`config.mk`:
```
export PLATFORM = sky130hd
export DESIGN_NAME = tisp_top
export DESIGN_NICKNAME = d
export VERILOG_FILES = /design/src/hw/tisp_rollover.v /design/src/hw/tisp_stamp.v /design/src/hw/tisp_top.v
export VERILOG_INCLUDE_DIRS = /design/src /design/src/hw
export SDC_FILE = /design/constraint.sdc
export NUM_CORES = 2
export LEC_CHECK = 0
export BUFFER_PORTS_ARGS = -buffer_cell sky130_fd_sc_hd__buf_2
export CORE_UTILIZATION = 28
export CTS_CLUSTER_SIZE = 12
export DETAILED_ROUTE_END_ITERATION = 12
export HOLD_SLACK_MARGIN = 0.12
export PLACE_DENSITY_LB_ADDON = 0.08
export SYNTH_ARGS = -nofsm -noshare
export SYNTH_HDL_FRONTEND = slang
export SYNTH_SLANG_ARGS = --single-unit
```
`constraint.sdc`:
```
create_clock -name i_clk_sys -period 31.7 [get_ports i_clk_sys]
set_input_delay 4.755 -clock i_clk_sys [delete_from_list [all_inputs] [get_ports i_clk_sys]]
set_output_delay 4.755 -clock i_clk_sys [all_outputs]
set_load 0.02 [all_outputs]
```
`src/hw/tisp_defs.vh`:
```
`ifndef TISP_DEFS_VH
`define TISP_DEFS_VH
`define TISP_EVT_W 24
`define TISP_TIME_W 32
`define TISP_INT_W 8
`define TISP_STAMP_W 48
`define TISP_COARSE_PS 20
`define TISP_INTERP_PS 1
`define TISP_COARSE_NS 2
`define TISP_INTERP_TENTH_NS 1
`define TISP_MISS_BIAS 1
`define TISP_SMP_START 1'b0
`define TISP_SMP_STOP 1'b1
`endif

```
`src/hw/tisp_rollover.v`:
```
`timescale 1ns/1ps
module tisp_rollover #(
  parameter W  = 24,
  parameter OW = 40
) (
  input  wire          i_clk_sys,
  input  wire          i_reset,
  input  wire          i_clear,
  input  wire          i_valid,
  input  wire [W-1:0]  i_raw,
  input  wire [OW-1:0] i_corr,
  output wire [OW-1:0] o_value
);
  reg  [W-1:0]  prev;
  reg           have_prev;
  reg  [OW-1:0] accum;
  wire          wrap = have_prev && (i_raw < prev);
  wire [OW-1:0] next_accum = wrap ? accum + i_corr : accum;
  assign o_value = {{(OW-W){1'b0}}, i_raw} + next_accum;
  always @(posedge i_clk_sys) begin
    if (i_reset || i_clear) begin
      prev      <= {W{1'b0}};
      have_prev <= 1'b0;
      accum     <= {OW{1'b0}};
    end else if (i_valid) begin
      prev      <= i_raw;
      have_prev <= 1'b1;
      accum     <= next_accum;
    end
  end
endmodule

```
`src/hw/tisp_stamp.v`:
```
`timescale 1ns/1ps
`include "tisp_defs.vh"
module tisp_stamp #(
  parameter TW = 40,
  parameter IW = 8,
  parameter SW = 48
) (
  input  wire [TW-1:0] i_time,
  input  wire [IW-1:0] i_interp,
  output wire [SW-1:0] o_stamp
);
  // stamp in tenths of a ns: time*20 - int*1
  wire [SW-1:0] t_ext = {{(SW-TW){1'b0}}, i_time};
  wire [SW-1:0] i_ext = {{(SW-IW){1'b0}}, i_interp};
  assign o_stamp = (t_ext << 4) + (t_ext << 2) - i_ext;
endmodule

```
`src/hw/tisp_top.v`:
```
`timescale 1ns/1ps
`include "tisp_defs.vh"
// Behaviour
// - start events on odd samples, monotonic
// - start event wrap adds event correction onward
// - stop event wrap corrected the same way
// - time wrap adds time correction onward
// - stamp is time*2ns minus int*0.1ns
// - offset added to stop stamps only
// - interval is stop stamp minus start
// - missed start is start delta minus one
// - missed stop is stop delta minus one
// - reversed order gives negative interval
// - channel assignment is a configuration input
// - out-of-range reversal corrected as rollover
module tisp_top #(
  parameter EW = `TISP_EVT_W,
  parameter TW = `TISP_TIME_W,
  parameter IW = `TISP_INT_W,
  parameter SW = `TISP_STAMP_W,
  parameter XW = 40
) (
  input  wire                 i_clk_sys,
  input  wire                 i_reset,
  input  wire                 i_clear,
  input  wire                 i_s_valid,
  input  wire [EW-1:0]        i_s_event,
  input  wire [TW-1:0]        i_s_time,
  input  wire [IW-1:0]        i_s_interp,
  input  wire                 i_s_first_of_block,
  input  wire                 i_s_suppressed,
  input  wire [XW-1:0]        i_evt_corr,
  input  wire [XW-1:0]        i_time_corr,
  input  wire signed [SW-1:0] i_path_offset,
  input  wire [XW-1:0]        i_max_span,
  input  wire                 i_signed_mode,
  input  wire                 i_start_chan,
  output reg                  o_r_valid,
  output reg  signed [SW-1:0] o_r_interval,
  output reg  [XW-1:0]        o_r_missed_start,
  output reg  [XW-1:0]        o_r_missed_stop,
  output reg                  o_r_start_chan,
  output reg                  o_r_flags_start,
  output reg                  o_r_flags_stop
);
  reg           phase;
  reg  [XW-1:0] t_start;
  reg  [IW-1:0] i_start;
  reg  [XW-1:0] e_start;
  reg  [XW-1:0] e_start_prev;
  reg  [XW-1:0] e_stop_prev;
  reg           flags_start;
  reg  [XW-1:0] t_prev;
  reg           have_t;
  reg  [XW-1:0] t_accum;
  reg           pend_valid;
  reg  signed [SW-1:0] pend_int;
  reg           pend_fs;
  reg           pend_fp;
  wire [XW-1:0] e_start_cor;
  wire [XW-1:0] e_stop_cor;
  wire          is_start = (phase == `TISP_SMP_START);
  wire          is_stop  = (phase == `TISP_SMP_STOP);
  tisp_rollover #(.W(EW), .OW(XW)) u_ev_start (
    .i_clk_sys (i_clk_sys),
    .i_reset   (i_reset),
    .i_clear   (i_clear),
    .i_valid   (i_s_valid && is_start),
    .i_raw     (i_s_event),
    .i_corr    (i_evt_corr),
    .o_value   (e_start_cor)
  );
  tisp_rollover #(.W(EW), .OW(XW)) u_ev_stop (
    .i_clk_sys (i_clk_sys),
    .i_reset   (i_reset),
    .i_clear   (i_clear),
    .i_valid   (i_s_valid && is_stop),
    .i_raw     (i_s_event),
    .i_corr    (i_evt_corr),
    .o_value   (e_stop_cor)
  );
  // time rollover, with start/stop reversal tolerated in signed mode
  wire [XW-1:0] t_raw = {{(XW-TW){1'b0}}, i_s_time};
  wire          t_drop = have_t && (t_raw < t_prev);
  wire [XW-1:0] t_cur_lin = t_raw + t_accum;
  wire [XW-1:0] rev_span = t_start - t_cur_lin;
  // in signed mode a stop below the start is a reversal unless beyond the max span
  wire          stop_wrap = i_signed_mode ? (t_cur_lin < t_start && rev_span > i_max_span) : t_drop;
  wire          t_wrap = is_stop ? stop_wrap : (t_drop && !(i_signed_mode && t_raw + t_accum + i_time_corr - t_start <= i_max_span && t_raw + t_accum >= t_start));
  wire [XW-1:0] next_t_accum = t_wrap ? t_accum + i_time_corr : t_accum;
  // stop far above its start was taken before the wrap that the start got
  wire [XW-1:0] fwd_span = t_cur_lin - t_start;
  wire          stop_back = is_stop && i_signed_mode && t_cur_lin > t_start && fwd_span > i_max_span
                            && t_accum >= i_time_corr;
  wire [XW-1:0] t_cor = stop_back ? t_cur_lin - i_time_corr : t_raw + next_t_accum;
  wire [SW-1:0] stamp_start;
  wire [SW-1:0] stamp_now;
  tisp_stamp #(.TW(XW), .IW(IW), .SW(SW)) u_st_start (
    .i_time   (t_start),
    .i_interp (i_start),
    .o_stamp  (stamp_start)
  );
  tisp_stamp #(.TW(XW), .IW(IW), .SW(SW)) u_st_now (
    .i_time   (t_cor),
    .i_interp (i_s_interp),
    .o_stamp  (stamp_now)
  );
  wire signed [SW-1:0] stop_stamp = $signed(stamp_now) + i_path_offset;
  wire signed [SW-1:0] next_int = stop_stamp - $signed(stamp_start);
  always @(posedge i_clk_sys) begin
    if (i_reset || i_clear) begin
      phase        <= `TISP_SMP_START;
      t_start      <= {XW{1'b0}};
      i_start      <= {IW{1'b0}};
      e_start      <= {XW{1'b0}};
      e_start_prev <= {XW{1'b0}};
      e_stop_prev  <= {XW{1'b0}};
      flags_start  <= 1'b0;
      t_prev       <= {XW{1'b0}};
      have_t       <= 1'b0;
      t_accum      <= {XW{1'b0}};
      pend_valid   <= 1'b0;
      pend_int     <= {SW{1'b0}};
      pend_fs      <= 1'b0;
      pend_fp      <= 1'b0;
      o_r_valid        <= 1'b0;
      o_r_interval     <= {SW{1'b0}};
      o_r_missed_start <= {XW{1'b0}};
      o_r_missed_stop  <= {XW{1'b0}};
      o_r_start_chan   <= 1'b0;
      o_r_flags_start  <= 1'b0;
      o_r_flags_stop   <= 1'b0;
    end else begin
      o_r_valid <= 1'b0;
      if (i_s_valid) begin
        phase   <= ~phase;
        // scan resumes from the later raw count, so the wrap is not taken twice
        t_prev  <= stop_back ? t_start - t_accum : t_raw;
        have_t  <= 1'b1;
        t_accum <= next_t_accum;
        if (is_start) begin
          t_start     <= t_cor;
          i_start     <= i_s_interp;
          e_start     <= e_start_cor;
          flags_start <= i_s_first_of_block | i_s_suppressed;
        end else begin
          // result waits for next measurement's event counts for missed counts
          pend_valid   <= 1'b1;
          pend_int     <= next_int;
          pend_fs      <= flags_start;
          pend_fp      <= i_s_first_of_block | i_s_suppressed;
          e_start_prev <= e_start;
          e_stop_prev  <= e_stop_cor;
          if (pend_valid) begin
            o_r_valid        <= 1'b1;
            o_r_interval     <= pend_int;
            o_r_missed_start <= e_start - e_start_prev - `TISP_MISS_BIAS;
            o_r_missed_stop  <= e_stop_cor - e_stop_prev - `TISP_MISS_BIAS;
            o_r_start_chan   <= i_start_chan;
            o_r_flags_start  <= pend_fs;
            o_r_flags_stop   <= pend_fp;
          end
        end
      end
    end
  end
endmodule

```
==> reports/metrics.yaml <==
worst_setup_path:
  cp-end-kind: "flop"
  crit_type: "in -> reg"
  rrSetupSlack_ns: 12.10
  path_max_fanout: 47
  critPathMaxStageDelay_ns: 0.72
  cpMaxStageDelayCell: "o41ai_1"
  startpoint_type: "input pin"
  crit_top_cell: "a21oi_1"
  cp.required_ns: 32.26
  critical_path_arrival_ns: 23.96
finish:
  finalNetCount: 9810
  final_cells: 11550
  seqCellArea_mm2: 0.01127
  num-fill-cells: 23920
  area_growth_pct: 11.93
  drive_above_1_share_pct: 7.652
  multi_input_area_mm2: 0.04705
floorplanning:
  ioPinCount: 372
  die_area_mm2: 0.2240
  num_rows: 172
  start_util_pct: 28.25
  die-height_um: 473.3
  core-area_mm2: 0.2202
  die_w_um: 473.3
cts:
  cts_tree: "done"
  htreeDepth: 3
  clockBufferDepth: 3
  cts_resized: 0
  post-cts-setup-buffer-count: 0
  cts_buffers: 77
  cts_hold_buf: 0
  clkSlewWorstSetupHoldPaths_ns: 0.05
  root_buffer: "clkbuf_16"
  clock_sinks: 563
  insertion_delay_ns: 0.70
timing:
  max-slew-margin-rel_pct: 14.87
  drv_slew: 0
  setup_tns_ns: 0
  fin_ws_ns: 8.291
  worstMarginPinSlew_ns: 1.267
  post-route-min-period_ns: 23.41
  setup_viol: 0
  rsz0062_at_grt: "no"
  finClkSkew_ns: 0.02353
  hold_ws_ns: 0.4474
  min_period_over_period_pct: 73.84
  hold_violations: 0
  clock.fmax_ghz: 0.04272
power:
  leakage_uw: 0.03095
  ir_drop_v: 0.00008052
  p_per_area_mw_per_mm2: 59.43
placed_design:
  dp.cells: 11410
  place_ws_ns: 7.747
  io_buffers: 371
  dpl.hpwl_mm: 198.3
  gp_congestion: 0.9169
drt:
  drt-vias-per-instance: 5.050
  wl_mm: 240.6
  first_iter_violations: 4020
  drc: 0
  vias: 58320
  wire_per_inst_um: 20.84
  dr.pass1.iters: 5
  ant_nets: 0
logic_synthesis:
  yosys-top-cells-area: "ha_1 19%, dfxtp_1 18%, a21oi_1 8.2%, nand2_1 6.2%, xnor2_1 5.9%"
  synth_top_area_share_pct: 18.75
  ys_warn_count: 0
  synth.most_common_cell: "nand2_1"
  yosysUniqueCellTypes: 110
  synth_edf_count: 0
  syn_area_mm2: 0.06220
  synth_fp_nets: 9587
  syn_inst: 8308
  synth_seq_cells: 563
  syn_area_per_cell_um2: 7.486
  ys.flop_type: "dfxtp_1"
  async_flop_share_pct: 0
  ys_seq_area_share_pct: 18.12
  yosys.area.top_type: "ha_1"
  yosys-top-cells-count: "1,026 x nand2_1, 1,013 x a21oi_1, 932 x ha_1, 759 x inv_1, 642 x nor2_1"
outcome:
  status: "completed"
worst_hold_path:
  hp-class: "reg -> reg"
global_routing:
  grt_pass1_vias: 54720
  overflow: 0
  grt.total_usage_pct: 20.97
  antenna_found_initial: 39
  grt_max_degree: 77
  grt_pass1_wl_mm: 356.9
run:
  drv_cap: 0
==> registers in the layout (all words and copies together) (netlist names), 8 cells and up <==
register / count
o_r_interval: 48
u_ev_start.accum: 40
u_ev_start.prev: 24
i_start: 8
u_ev_stop.accum: 40
t_prev: 40
e_start_prev: 40
pend_int: 48
o_r_missed_stop: 40
u_ev_stop.prev: 24
o_r_missed_start: 40
t_accum: 40
e_start: 40
e_stop_prev: 40
t_start: 40
==> cell families (layout without fill, tap and decap cells) <==
family / count (synthesis) / count (layout) / share of synthesized area [%]
xor gates and xnor gates: 610 / 610 / 8.612
and+or+nand+nor: 2476 / 2476 / 18.08
adders and majority gates: 1039 / 1039 / 22.19
buffers and inverters: 1035 / 1313 / 6.327
DFF: 563 / 563 / 18.12
muxes: 83 / 83 / 1.366
other: 0 / 5 / 0
AOI/OAI and AO/OA: 2502 / 2502 / 25.30
==> final timing paths <==
kind                                          start                                 to  cells after the start
hold reg to reg   o_r_missed_start[23]$_SDFFE_PP0P_  o_r_missed_start[23]$_SDFFE_PP0P_                      2
setup reg to reg            t_accum[0]$_SDFFE_PP0P_          pend_int[47]$_SDFFE_PP0P_                     81
hold / removal    o_r_missed_start[23]$_SDFFE_PP0P_  o_r_missed_start[23]$_SDFFE_PP0P_                      2
setup / recovery                        i_s_time[0]          pend_int[47]$_SDFFE_PP0P_                     82
==> per-layer routing <==
| layer | vias to the layer above | GRT usage (%) | share of wire, % |
|---|---|---|---|
| met4 | 26 | 5.027 | 2.6 |
| li1 | 29560 | - | - |
| met2 | 1186 | 32.36 | 43 |
| met1 | 27310 | 30.30 | 50 |
| met3 | 247 | 2.962 | 4.4 |
| met5 | - | 0 | 0.073 |
==> worst max-delay path, delay by kind of cell <==
| family | cells | cell delay, ns |
|---|---|---|
| buffers and inverters | 6 | 1.32 |
| and+or+nand+nor | 16 | 3.19 |
| AOI/OAI and AO/OA | 45 | 10.60 |
| xor gates and xnor gates | 6 | 1.07 |
| adders and majority gates | 9 | 2.97 |
==> where the power goes <==
part           switching (µW)  leakage (µW)  total (µW)  internal, µW
clock network             390       0.00123         908           518
logic                    1460        0.0252        2490          1030
registers                17.4       0.00455         742           724
==> cells in the final DEF, fill, tap and decap left out, types with 59 or more instances in the layout <==
cell	instances
a211oi_1	158
a21o_1	361
a21oi_1	1013
a31oi_1	59
buf_2	370
clkbuf_16	78
dfxtp_1	563
fa_1	107
ha_1	932
inv_1	759
mux2i_1	68
nand2_1	1023
nand2b_1	86
nand3_1	119
nand4_1	93
nor2_1	639
nor2b_1	87
nor3_1	145
o21a_1	99
o21ai_0	355
o21bai_1	100
xnor2_1	422
xor2_1	187
==> stage by stage <==
step	cell area [µm²]	power [µW]	utilization, %
2_1_floorplan	62200	2616	-
3_3_place_gp	67090	3236	30.47
3_5_place_dp	67090	3228	30.47
4_1_cts	69610	4173	31.62
5_1_grt	69610	4511	31.62
6_report	69620	4138	31.62
==> final cells by class <==
type / instances / share of cell area (%)
clock buffer: 95 / 2.982
sequential: 563 / 16.19
multi-input combinational: 6710 / 67.58
inverter: 761 / 4.103
tap: 2958 / 5.316
timing repair buffer: 418 / 3.178
antenna: 5 / 0.01797
clock inverter: 39 / 0.6362
(Power assumes the default switching activity.)
